$ cat src/shared/cam_port_pkg.sv
// Constants, offsets and reset values of the second camera input port.
// Assumes byte registers on a 16-bit byte address and a 20 MHz system clock.
package cam_port_pkg;

  // ----------------------------------------------------------------
  // Register offsets
  // ----------------------------------------------------------------
  localparam logic [15:0] OFS_PORT_CTL = 16'h0D40;
  localparam logic [15:0] OFS_CLK_CTL = 16'h0D42;
  localparam logic [15:0] OFS_POLARITY = 16'h0D44;
  localparam logic [15:0] OFS_CFG0 = 16'h0D46;
  localparam logic [15:0] OFS_CFG1 = 16'h0D47;
  localparam logic [15:0] OFS_CAP_CTL = 16'h0D48;
  localparam logic [15:0] OFS_FLAG_CLR = 16'h0D49;
  localparam logic [15:0] OFS_HSIZE_LO = 16'h0D4A;
  localparam logic [15:0] OFS_HSIZE_HI = 16'h0D4B;
  localparam logic [15:0] OFS_VSIZE_LO = 16'h0D4C;
  localparam logic [15:0] OFS_VSIZE_HI = 16'h0D4D;
  localparam logic [15:0] OFS_STATUS = 16'h0D4E;
  localparam logic [15:0] OFS_SYNC_TIM = 16'h0D72;
  localparam logic [15:0] OFS_RANGE_END = 16'h0D75;

  // ----------------------------------------------------------------
  // Reset values
  // ----------------------------------------------------------------
  localparam logic [7:0] RST_PORT_CTL = 8'h00;
  localparam logic [7:0] RST_CLK_CTL = 8'h00;
  localparam logic [7:0] RST_POLARITY = 8'h00;
  localparam logic [7:0] RST_CFG0 = 8'h04;
  localparam logic [7:0] RST_CFG1 = 8'h00;
  localparam logic [7:0] RST_CAP_CTL = 8'h00;

  // ----------------------------------------------------------------
  // Field positions
  // ----------------------------------------------------------------
  localparam int BIT_SW_RESET = 7;
  localparam int BIT_PORT_EN = 0;
  localparam int BIT_CLK_OFF = 7;
  localparam int DIV_LSB = 2;
  localparam int DIV_W = 5;
  localparam int BIT_PCLK_POL = 0;
  localparam int BIT_DV_POL = 0;
  localparam int BIT_HS_POL = 1;
  localparam int BIT_VS_POL = 2;
  localparam int BIT_EMBEDDED = 7;
  localparam int BIT_UV_OFFSET = 5;
  localparam int ORDER_LSB = 3;
  localparam int FMT_LSB = 1;
  localparam int BIT_USE_DV = 0;
  localparam int BIT_CAP_RUN = 6;
  localparam int BIT_EVT_END = 5;
  localparam int SAMPLE_LSB = 0;
  localparam int SAMPLE_W = 3;
  localparam int BIT_EVT_CLR = 0;
  localparam int ST_EVENT = 5;
  localparam int ST_CAPTURING = 4;
  localparam int ST_VALID = 3;
  localparam int ST_RAW_VS = 2;
  localparam int SIZE_HI_W = 3;

  // ----------------------------------------------------------------
  // Encodings
  // ----------------------------------------------------------------
  localparam logic [1:0] FMT_YUV8 = 2'b00;
  localparam logic [1:0] FMT_RGB24 = 2'b10;
  localparam logic [1:0] ROLE_Y = 2'b00;
  localparam logic [1:0] ROLE_U = 2'b01;
  localparam logic [1:0] ROLE_V = 2'b10;
  localparam logic [23:0] EMB_PREAMBLE = 24'hFF0000;
  localparam int EMB_H_BIT = 4;
  localparam int EMB_V_BIT = 5;

  typedef enum logic [1:0] {
    CAP_IDLE = 2'b00,
    CAP_ARMED = 2'b01,
    CAP_ACTIVE = 2'b11,
    CAP_SKIP = 2'b10
  } cap_state_t;

endpackage

$ cat src/shared/cam_div_if.sv
// Link between the port control logic and its camera clock divider.
// Assumes both ends run on the same system clock.
`timescale 1ns/1ps
interface cam_div_if;
  logic [cam_port_pkg::DIV_W-1:0] div_sel;
  logic run;
  logic clk_out;
  modport ctrl (output div_sel, output run, input clk_out);
  modport div (input div_sel, input run, output clk_out);
endinterface

$ cat src/hdl/cam_clock_divider.sv
// Camera clock output divider.
// Assumes one system clock; the output is a registered level.
`timescale 1ns/1ps
module cam_clock_divider (
  input wire logic clk,
  input wire logic rst_n,
  cam_div_if.div link
);

  typedef struct packed {
    logic [cam_port_pkg::DIV_W-1:0] cnt;
    logic out;
  } div_state_t;

  div_state_t div_reg;
  div_state_t div_next;

  // ----------------------------------------------------------------
  // Period is 2*(select+1) system clocks
  // ----------------------------------------------------------------
  always_comb begin
    div_next = div_reg;
    if (!link.run) begin
      div_next = '0;
    end else if (div_reg.cnt >= link.div_sel) begin
      div_next.cnt = '0;
      div_next.out = ~div_reg.out;
    end else begin
      div_next.cnt = div_reg.cnt + 1'b1;
    end
  end

  always_ff @(posedge clk or negedge rst_n) begin
    if (!rst_n) begin
      div_reg <= '0;
    end else begin
      div_reg <= div_next;
    end
  end

  assign link.clk_out = div_reg.out;

endmodule // cam_clock_divider

$ cat src/hdl/camera_input_port_control.sv
// Control, configuration, status and pixel capture of camera input port 2.
// Assumes camera pins are synchronous to clk, which runs far above the
// pixel clock, and a byte register port with read data one cycle later.
//
// Notes on behaviour
// - Writing one to soft reset bit restores every port register to default.
// - Clock register bit 7 set stops the camera clock output.
// - Camera clock divides system clock by a five-bit select in bits 6-2.
// - Data-valid polarity comes from polarity register bit 0.
// - Config 0 bit 7 selects embedded sync codes instead of sync pins.
// - Sync timing registers have no effect while embedded sync is on.
// - Config 0 bit 5 treats chroma as offset binary instead of straight.
// - Config 0 bits 4-3 choose byte order UYVY, VYUY, YUYV or YVYU.
// - Config 0 bits 2-1 choose YUV 4:2:2 or RGB 8:8:8; reset 04h.
// - Config 1 bit 0 makes data-valid qualify captured pixels.
// - Capture bit 6 starts capture; clearing stops after current frame.
// - Status bit 5 flags a frame event since the last clear.
// - Writing one to flag clear bit 0 clears the event flag.
// - Capture bits 2-0 set how many frames are skipped between captures.
// - Status bit 4 shows a frame in progress, valid or skipped.
// - Status bit 3 shows the latest frame since capture start is or was captured, not skipped.
// - Status bit 2 shows vsync pin, inverted when its polarity bit set.
`timescale 1ns/1ps
module camera_input_port_control (
  input wire logic clk,
  input wire logic rst_n,
  input wire logic [15:0] reg_addr,
  input wire logic [7:0] reg_wdata,
  input wire logic reg_write,
  input wire logic reg_read,
  output logic [7:0] reg_rdata,
  input wire logic cam_pixel_clock_in,
  input wire logic cam_vsync_in,
  input wire logic cam_hsync_in,
  input wire logic cam_data_valid_in,
  input wire logic [23:0] cam_data_in,
  output logic cam_clock_out,
  output logic [31:0] pixel_data,
  output logic pixel_valid,
  output logic [10:0] input_hsize,
  output logic [10:0] input_vsize,
  output logic [31:0] sync_timing
);

  typedef struct packed {
    logic [7:0] port_ctl;
    logic [7:0] clk_ctl;
    logic [7:0] pol;
    logic [7:0] cfg0;
    logic [7:0] cfg1;
    logic [7:0] cap_ctl;
    logic [10:0] hsize;
    logic [10:0] vsize;
    logic [31:0] stim;
    logic [31:0] stim_eff;
    logic [7:0] rdata;
    cam_port_pkg::cap_state_t st;
    logic [2:0] skip;
    logic evt;
    logic valid_seen;
    logic pclk_d;
    logic vact_d;
    logic emb_vact;
    logic emb_line;
    logic [23:0] hist;
    logic [1:0] bidx;
    logic [7:0] u;
    logic [7:0] v;
    logic [7:0] y0;
    logic [7:0] y1;
    logic [31:0] pix;
    logic pix_v;
  } state_t;

  localparam state_t RESET_STATE = '{
    port_ctl: cam_port_pkg::RST_PORT_CTL,
    clk_ctl: cam_port_pkg::RST_CLK_CTL,
    pol: cam_port_pkg::RST_POLARITY,
    cfg0: cam_port_pkg::RST_CFG0,
    cfg1: cam_port_pkg::RST_CFG1,
    cap_ctl: cam_port_pkg::RST_CAP_CTL,
    st: cam_port_pkg::CAP_IDLE,
    default: '0
  };

  state_t s_reg;
  state_t s_next;

  // ----------------------------------------------------------------
  // Byte role within a four-byte 4:2:2 group
  // ----------------------------------------------------------------
  function automatic logic [1:0] byte_role(input logic [1:0] order, input logic [1:0] idx);
    logic [1:0] r;
    r = cam_port_pkg::ROLE_Y;
    case (order)
      2'b00: r = idx == 2'd0 ? cam_port_pkg::ROLE_U
               : idx == 2'd2 ? cam_port_pkg::ROLE_V : cam_port_pkg::ROLE_Y;
      2'b01: r = idx == 2'd0 ? cam_port_pkg::ROLE_V
               : idx == 2'd2 ? cam_port_pkg::ROLE_U : cam_port_pkg::ROLE_Y;
      2'b10: r = idx == 2'd1 ? cam_port_pkg::ROLE_U
               : idx == 2'd3 ? cam_port_pkg::ROLE_V : cam_port_pkg::ROLE_Y;
      2'b11: r = idx == 2'd1 ? cam_port_pkg::ROLE_V
               : idx == 2'd3 ? cam_port_pkg::ROLE_U : cam_port_pkg::ROLE_Y;
      default: r = cam_port_pkg::ROLE_Y;
    endcase
    return r;
  endfunction

  // ----------------------------------------------------------------
  // Camera clock divider
  // ----------------------------------------------------------------
  cam_div_if div_link ();

  assign div_link.div_sel = s_reg.clk_ctl[cam_port_pkg::DIV_LSB +: cam_port_pkg::DIV_W];
  assign div_link.run = s_reg.port_ctl[cam_port_pkg::BIT_PORT_EN]
                        & ~s_reg.clk_ctl[cam_port_pkg::BIT_CLK_OFF];

  cam_clock_divider u_div (
    .clk(clk),
    .rst_n(rst_n),
    .link(div_link)
  );

  // ----------------------------------------------------------------
  // Decoded pin levels
  // ----------------------------------------------------------------
  logic enabled;
  logic embedded;
  logic pix_edge;
  logic vs_act;
  logic hs_act;
  logic dv_ok;
  logic vact_now;
  logic line_ok;
  logic frame_start;
  logic frame_end;
  logic frame_evt;
  logic [7:0] status;
  logic [7:0] byte_in;
  logic [1:0] role;

  assign enabled = s_reg.port_ctl[cam_port_pkg::BIT_PORT_EN];
  assign embedded = s_reg.cfg0[cam_port_pkg::BIT_EMBEDDED];
  assign byte_in = cam_data_in[7:0];
  assign pix_edge = s_reg.clk_ctl[cam_port_pkg::BIT_PCLK_POL]
                    ? (s_reg.pclk_d & ~cam_pixel_clock_in)
                    : (~s_reg.pclk_d & cam_pixel_clock_in);
  assign vs_act = cam_vsync_in ^ s_reg.pol[cam_port_pkg::BIT_VS_POL];
  assign hs_act = cam_hsync_in ^ s_reg.pol[cam_port_pkg::BIT_HS_POL];
  assign dv_ok = ~s_reg.cfg1[cam_port_pkg::BIT_USE_DV]
                 | (cam_data_valid_in ^ s_reg.pol[cam_port_pkg::BIT_DV_POL]);
  // Embedded mode ignores the sync pins for frame and line timing; status bit 2 still shows vsync
  assign vact_now = embedded ? s_reg.emb_vact : vs_act;
  assign line_ok = embedded ? s_reg.emb_line : hs_act;
  assign frame_start = enabled & pix_edge & vact_now & ~s_reg.vact_d;
  assign frame_end = enabled & pix_edge & ~vact_now & s_reg.vact_d;
  assign frame_evt = s_reg.cap_ctl[cam_port_pkg::BIT_EVT_END] ? frame_end : frame_start;
  assign role = byte_role(s_reg.cfg0[cam_port_pkg::ORDER_LSB +: 2], s_reg.bidx);

  always_comb begin
    status = 8'h00;
    status[cam_port_pkg::ST_EVENT] = s_reg.evt;
    status[cam_port_pkg::ST_CAPTURING] = (s_reg.st == cam_port_pkg::CAP_ACTIVE)
                                         | (s_reg.st == cam_port_pkg::CAP_SKIP);
    status[cam_port_pkg::ST_VALID] = s_reg.valid_seen;
    status[cam_port_pkg::ST_RAW_VS] = cam_vsync_in ^ s_reg.pol[cam_port_pkg::BIT_VS_POL];
  end

  // ----------------------------------------------------------------
  // Next state
  // ----------------------------------------------------------------
  always_comb begin
    logic [7:0] b;
    logic clr;
    b = byte_in;
    clr = 1'b0;
    s_next = s_reg;
    s_next.pix_v = 1'b0;

    // Register reads: data stands only in the cycle after the strobe
    s_next.rdata = 8'h00;
    if (reg_read) begin
      case (reg_addr)
        cam_port_pkg::OFS_PORT_CTL: s_next.rdata = {1'b0, s_reg.port_ctl[6:0]};
        cam_port_pkg::OFS_CLK_CTL: s_next.rdata = s_reg.clk_ctl;
        cam_port_pkg::OFS_POLARITY: s_next.rdata = s_reg.pol;
        cam_port_pkg::OFS_CFG0: s_next.rdata = s_reg.cfg0;
        cam_port_pkg::OFS_CFG1: s_next.rdata = s_reg.cfg1;
        cam_port_pkg::OFS_CAP_CTL: s_next.rdata = s_reg.cap_ctl;
        cam_port_pkg::OFS_HSIZE_LO: s_next.rdata = s_reg.hsize[7:0];
        cam_port_pkg::OFS_HSIZE_HI: s_next.rdata = {5'h00, s_reg.hsize[10:8]};
        cam_port_pkg::OFS_VSIZE_LO: s_next.rdata = s_reg.vsize[7:0];
        cam_port_pkg::OFS_VSIZE_HI: s_next.rdata = {5'h00, s_reg.vsize[10:8]};
        cam_port_pkg::OFS_STATUS: s_next.rdata = status;
        cam_port_pkg::OFS_SYNC_TIM: s_next.rdata = s_reg.stim[7:0];
        cam_port_pkg::OFS_SYNC_TIM + 16'h0001: s_next.rdata = s_reg.stim[15:8];
        cam_port_pkg::OFS_SYNC_TIM + 16'h0002: s_next.rdata = s_reg.stim[23:16];
        cam_port_pkg::OFS_RANGE_END: s_next.rdata = s_reg.stim[31:24];
        default: s_next.rdata = 8'h00;
      endcase
    end

    // Register writes
    if (reg_write) begin
      case (reg_addr)
        cam_port_pkg::OFS_PORT_CTL: s_next.port_ctl = {1'b0, reg_wdata[6:0]};
        cam_port_pkg::OFS_CLK_CTL: s_next.clk_ctl = reg_wdata;
        cam_port_pkg::OFS_POLARITY: s_next.pol = reg_wdata;
        cam_port_pkg::OFS_CFG0: s_next.cfg0 = reg_wdata;
        cam_port_pkg::OFS_CFG1: s_next.cfg1 = reg_wdata;
        cam_port_pkg::OFS_CAP_CTL: s_next.cap_ctl = reg_wdata;
        cam_port_pkg::OFS_FLAG_CLR: clr = reg_wdata[cam_port_pkg::BIT_EVT_CLR];
        cam_port_pkg::OFS_HSIZE_LO: s_next.hsize[7:0] = reg_wdata;
        cam_port_pkg::OFS_HSIZE_HI: s_next.hsize[10:8] = reg_wdata[2:0];
        cam_port_pkg::OFS_VSIZE_LO: s_next.vsize[7:0] = reg_wdata;
        cam_port_pkg::OFS_VSIZE_HI: s_next.vsize[10:8] = reg_wdata[2:0];
        cam_port_pkg::OFS_SYNC_TIM: s_next.stim[7:0] = reg_wdata;
        cam_port_pkg::OFS_SYNC_TIM + 16'h0001: s_next.stim[15:8] = reg_wdata;
        cam_port_pkg::OFS_SYNC_TIM + 16'h0002: s_next.stim[23:16] = reg_wdata;
        cam_port_pkg::OFS_RANGE_END: s_next.stim[31:24] = reg_wdata;
        default: s_next.rdata = s_next.rdata;
      endcase
    end

    // Frame event flag: a new event beats a clear in the same cycle
    s_next.evt = (enabled & frame_evt) | (s_reg.evt & ~clr);

    // Embedded sync decode on each pixel edge
    s_next.pclk_d = cam_pixel_clock_in;
    if (pix_edge) begin
      s_next.hist = {s_reg.hist[15:0], b};
      s_next.vact_d = vact_now;
    end
    if (enabled & pix_edge & embedded & s_reg.hist == cam_port_pkg::EMB_PREAMBLE) begin
      s_next.emb_vact = ~b[cam_port_pkg::EMB_V_BIT];
      s_next.emb_line = ~b[cam_port_pkg::EMB_H_BIT] & ~b[cam_port_pkg::EMB_V_BIT];
      // The code byte after the preamble never joins a group; a partial group is dropped
      s_next.bidx = 2'd0;
    end

    // Capture sequencing
    case (s_reg.st)
      cam_port_pkg::CAP_IDLE: begin
        if (s_reg.cap_ctl[cam_port_pkg::BIT_CAP_RUN]) begin
          s_next.st = cam_port_pkg::CAP_ARMED;
          s_next.skip = 3'd0;
          s_next.valid_seen = 1'b0;
        end
      end
      cam_port_pkg::CAP_ARMED, cam_port_pkg::CAP_SKIP: begin
        if (s_reg.st == cam_port_pkg::CAP_ARMED
            && !s_reg.cap_ctl[cam_port_pkg::BIT_CAP_RUN]) begin
          s_next.st = cam_port_pkg::CAP_IDLE;
        end else if (s_reg.st == cam_port_pkg::CAP_SKIP && frame_end) begin
          s_next.st = s_reg.cap_ctl[cam_port_pkg::BIT_CAP_RUN]
                      ? cam_port_pkg::CAP_ARMED : cam_port_pkg::CAP_IDLE;
        end else if (s_reg.st == cam_port_pkg::CAP_ARMED && frame_start) begin
          s_next.bidx = 2'd0;
          if (s_reg.skip == 3'd0) begin
            s_next.st = cam_port_pkg::CAP_ACTIVE;
            s_next.skip = s_reg.cap_ctl[cam_port_pkg::SAMPLE_LSB +: cam_port_pkg::SAMPLE_W];
            s_next.valid_seen = 1'b1;
          end else begin
            s_next.st = cam_port_pkg::CAP_SKIP;
            s_next.skip = s_reg.skip - 3'd1;
            s_next.valid_seen = 1'b0;
          end
        end
      end
      cam_port_pkg::CAP_ACTIVE: begin
        if (frame_end) begin
          s_next.st = s_reg.cap_ctl[cam_port_pkg::BIT_CAP_RUN]
                      ? cam_port_pkg::CAP_ARMED : cam_port_pkg::CAP_IDLE;
        end
      end
      default: s_next.st = cam_port_pkg::CAP_IDLE;
    endcase

    // Pixel assembly
    if (s_reg.st == cam_port_pkg::CAP_ACTIVE && enabled && pix_edge && line_ok && dv_ok
        && !(embedded && s_reg.hist == cam_port_pkg::EMB_PREAMBLE)) begin
      if (s_reg.cfg0[cam_port_pkg::FMT_LSB +: 2] == cam_port_pkg::FMT_RGB24) begin
        s_next.pix = {8'h00, cam_data_in};
        s_next.pix_v = 1'b1;
      end else if (s_reg.cfg0[cam_port_pkg::FMT_LSB +: 2] == cam_port_pkg::FMT_YUV8) begin
        if (role != cam_port_pkg::ROLE_Y && s_reg.cfg0[cam_port_pkg::BIT_UV_OFFSET]) begin
          b[7] = ~b[7];
        end
        case (role)
          cam_port_pkg::ROLE_U: s_next.u = b;
          cam_port_pkg::ROLE_V: s_next.v = b;
          default: begin
            if (s_reg.bidx < 2'd2) begin
              s_next.y0 = b;
            end else begin
              s_next.y1 = b;
            end
          end
        endcase
        s_next.bidx = s_reg.bidx + 2'd1;
        if (s_reg.bidx == 2'd3) begin
          s_next.pix = {s_next.u, s_next.y0, s_next.v, s_next.y1};
          s_next.pix_v = 1'b1;
        end
      end
    end

    // Disabled port holds capture idle
    if (!enabled) begin
      s_next.st = cam_port_pkg::CAP_IDLE;
      s_next.bidx = 2'd0;
      s_next.emb_line = 1'b0;
    end

    s_next.stim_eff = s_next.cfg0[cam_port_pkg::BIT_EMBEDDED] ? 32'h0000_0000 : s_next.stim;

    if (reg_write && reg_addr == cam_port_pkg::OFS_PORT_CTL
        && reg_wdata[cam_port_pkg::BIT_SW_RESET]) begin
      s_next = RESET_STATE;
    end
  end

  always_ff @(posedge clk or negedge rst_n) begin
    if (!rst_n) begin
      s_reg <= RESET_STATE;
    end else begin
      s_reg <= s_next;
    end
  end

  // ----------------------------------------------------------------
  // Outputs
  // ----------------------------------------------------------------
  assign reg_rdata = s_reg.rdata;
  assign cam_clock_out = div_link.clk_out;
  assign pixel_data = s_reg.pix;
  assign pixel_valid = s_reg.pix_v;
  assign input_hsize = s_reg.hsize;
  assign input_vsize = s_reg.vsize;
  assign sync_timing = s_reg.stim_eff;

endmodule // camera_input_port_control

$ cat config.mk
export PLATFORM = sky130hd
export DESIGN_NAME = camera_input_port_control
export DESIGN_NICKNAME = d
export VERILOG_FILES = /design/src/shared/cam_port_pkg.sv /design/src/shared/cam_div_if.sv /design/src/hdl/cam_clock_divider.sv /design/src/hdl/camera_input_port_control.sv
export SDC_FILE = /design/constraint.sdc
export NUM_CORES = 1
export LEC_CHECK = 0
export BUFFER_PORTS_ARGS = -buffer_cell sky130_fd_sc_hd__buf_4
export CORE_MARGIN = 2
export CORE_UTILIZATION = 59
export CTS_CLUSTER_SIZE = 25
export DETAILED_ROUTE_END_ITERATION = 10
export PLACE_DENSITY = 0.81
export SYNTH_ARGS = -nofsm -noshare
export SYNTH_HDL_FRONTEND = slang
export SYNTH_SLANG_ARGS = --single-unit
$ cat constraint.sdc
create_clock -name clk -period 3.85 [get_ports clk]
set_clock_uncertainty 0.2 [all_clocks]
set_input_delay 0.77 -clock clk [delete_from_list [all_inputs] [get_ports clk]]
set_output_delay 0.77 -clock clk [all_outputs]
set_load 0.03 [all_outputs]
==> results by group <==
Logic synthesis
  • Mux cell area share after synthesis: 0.120
  • Syn_nets: 1312
  • Async S/R FF share, synth: 1.00
  • Mean Syn Cell Area: 10.3 um^2
  • Sequential share of the synthesized area: 0.488
  • Post-Synthesis Cell Area: 12800 um^2
  • Flops & latches, synth: 249
  • Largest family of logic cells by synthesized area: simple AND/OR/NAND/NOR gates
  • Area contributors post-synth: dfrtp_1 49%, mux2i_1 11%, buf_4 5.8%
  • Post-Synth Simple-Gate Area: 0.163
  • Number of unique standard cell types used by synthesis: 74
  • Yosys warns: 0
  • Most frequent cell after synthesis: dfrtp_1
  • Adder-Cell Fraction of Synth Area: 0.0196
  • Xor/xnor share of the synthesized area: 0.00548
  • Yosys top cell area share: 0.486
  • Post-synth EDFFs: 0
  • Cells after Synth: 1236
  • Synth area leader: dfrtp_1
  • Post-synth top cells: 248 x dfrtp_1, 143 x mux2i_1, 142 x nor2_1
  • Prevailing post-synth register cell: dfrtp_1
  • Compound-cell area share of the yosys netlist: 0.112

Global route
  • First-pass GRT wire length: 56300 um
  • GRT met2 Usage: 0.508
  • Largest net degree at the start of global routing: 102
  • Gr busiest metal: met2
  • Vias in the first global route: 9936
  • Congestion Overflow GR: 0
  • Initial antenna violation count: 0
  • Met3 usage: 0.0608
  • Total track usage: 0.323
  • GR met1 Demand/Resource: 0.440

Final layout
  • Final Net Count: 1359
  • Post-layout util: 0.676
  • Layout filler cell count: 1638
  • Antenna Cells: 0
  • Max reg flops: 141
  • Area Overhead vs Synth: 11.9%
  • Share of layout cells above drive strength 1: 0.199

Floorplan
  • DIE HEIGHT: 151 um
  • Starting Density: 0.604
  • Die Area: 22900 um^2
  • Die width: 151 um
  • Core Rows: 53
  • Core area: 21200 um^2
  • Num ports: 152

STA
  • Fin Hold WS: 0.0888 ns
  • Final setup viols: 0
  • Final setup TNS: 0 ns
  • Fmax achieved: 0.306 GHz
  • Unrepaired setup endpoints after global routing: no
  • Period utilisation layout: 0.849
  • Slew Viols, Final: 0
  • Slew HR: 0.481
  • Worst slew pin tran: 0.779 ns
  • Final hold viol count: 0
  • Final Critical Period: 3.27 ns

CTS
  • Clk sinks: 249
  • Max clock buf depth: 3
  • Post-CTS Setup Inserts: 0
  • CTS resizes: 0
  • Cts bufs inserted: 26
  • CTS root buf: clkbuf_16
  • H-tree depth: 1
  • # hold bufs at CTS: 0
  • Worst-Skew Late Latency: 0.53 ns
  • Clock-pin transition on the worst setup and hold timing paths: 0.06 ns
  • CTS tree: built

Route
  • Wire length per cell: 22.8 um
  • First-pass detailed-route iteration total: 6
  • Antenna viol nets, final: 0
  • Vias per inst: 6.39
  • Drt initial violations: 795
  • Drc violations: 0
  • Via count: 10.1k
  • Final WL: 36000 um

Flow run
  • Maxcap violations: 0

Setup path
  • Critical path fanouts, max: 16
  • Critical Setup Path Class: flip-flop to flip-flop
  • CP Launch Type: flip-flop
  • Crit end category: flip-flop
  • Critical Path RT: 4.04 ns
  • Critical path arrival: 3.45 ns

Pwr
  • PwrDens: 380 nW/um^2
  • Static Leak: 6.87 nW
  • Max IR drop VDD: 0.319 mV

Placement
  • Port Buf Inserts: 151
  • Detail Placement HPWL: 25400 um
  • Gpl congestion: 1.04

Outcome
  • Status: finished clean

Min path
  • Worst Hold Class: input pin to async pin
worst paths after layout:
path / slack [ns] / endpoint / from / cells past startpoint
worst max-delay path: 0.58 / s_reg[45] / s_reg[66] / 10
worst min-delay path: 0.09 / s_reg[78] / rst_n / 1
worst max register to register: 0.58 / s_reg[45] / s_reg[66] / 10
worst min register to register: 0.28 / u_div.div_reg[1] / u_div.div_reg[1] / 1
max in group asynchronous: 2.45 / s_reg[37] / rst_n / 2
min in group clk: 0.28 / u_div.div_reg[1] / u_div.div_reg[1] / 1
layout make-up:
cell class / instances / area (um^2) / area share
clock buffer: 37 / 733 / 0.0513
clock inverter: 7 / 66.3 / 0.00464
inverter: 24 / 90.1 / 0.00630
multi-input combinational: 795 / 5400 / 0.377
sequential: 249 / 6230 / 0.436
tap: 275 / 344 / 0.0241
timing repair buffer: 187 / 1440 / 0.100
cells in the final DEF, fill, tap and decap left out, types with 5 or more instances in the layout:
master and instances:
dfrtp_1 248, buf_4 184, mux2i_1 143, nor2_1 142, nand2_1 89, o21ai_0 57
nand3_1 45, nor3_1 45, a22o_1 43, clkbuf_16 27, inv_1 24, a21oi_1 22
ha_1 20, a31oi_1 13, a221oi_1 12, o2bb2ai_1 12, nand4_1 10, nor2b_1 10
a22oi_1 9, nand2b_1 8, nand3b_1 8, clkbuf_1 8, and3_1 5, and4b_1 5
nor4_1 5
stage by stage:
stage / power [mW] / worst slack, ns / cells / instance area [um^2]
3_3_place_gp: 3.06 / 0.480 / 1530 / 13500
2_1_floorplan: 2.89 / 1.08 / 1236 / 12800
3_5_place_dp: 3.07 / 0.496 / 1530 / 13500
6_report: 5.43 / 0.580 / 1574 / 14300
4_1_cts: 5.45 / 0.616 / 1574 / 14300
5_1_grt: 5.60 / 0.376 / 1574 / 14300
routing by layer:
metal  share of wire  vias to the layer above
li1                -                     4405
met1            0.40                     4984
met2            0.46                      553
met3           0.093                      113
met4           0.046                        0
met5               0                        -
worst max-delay path, stage by stage, from the launching register on:
cell	delay, ns
dfrtp_1	0.45
inv_1	0.13
ha_1	0.23
mux4_2	0.50
ha_1	0.34
nand2_1	0.06
buf_4	0.20
inv_1	0.06
nand4_1	0.54
nand3_1	0.30
o21ai_0	0.12
where the power goes:
part	internal [mW]	total (mW)	leakage (nW)	switching, mW
sequential	2.68	2.73	3.42	0.0472
clock	1.38	2.39	0.391	1.01
combinational	0.110	0.306	3.07	0.196
total	4.17	5.43	6.87	1.26
cells by family (layout without fill, tap and decap cells):
family / Yosys count / in the layout
and+or+nand+nor: 416 / 416
DFF: 249 / 249
AOI/OAI and AO/OA: 202 / 202
buffers and inverters: 192 / 255
muxes: 149 / 149
adders and majority gates: 20 / 20
xor gates and xnor gates: 8 / 8
Note: power is estimated with default switching activity, not from simulation.
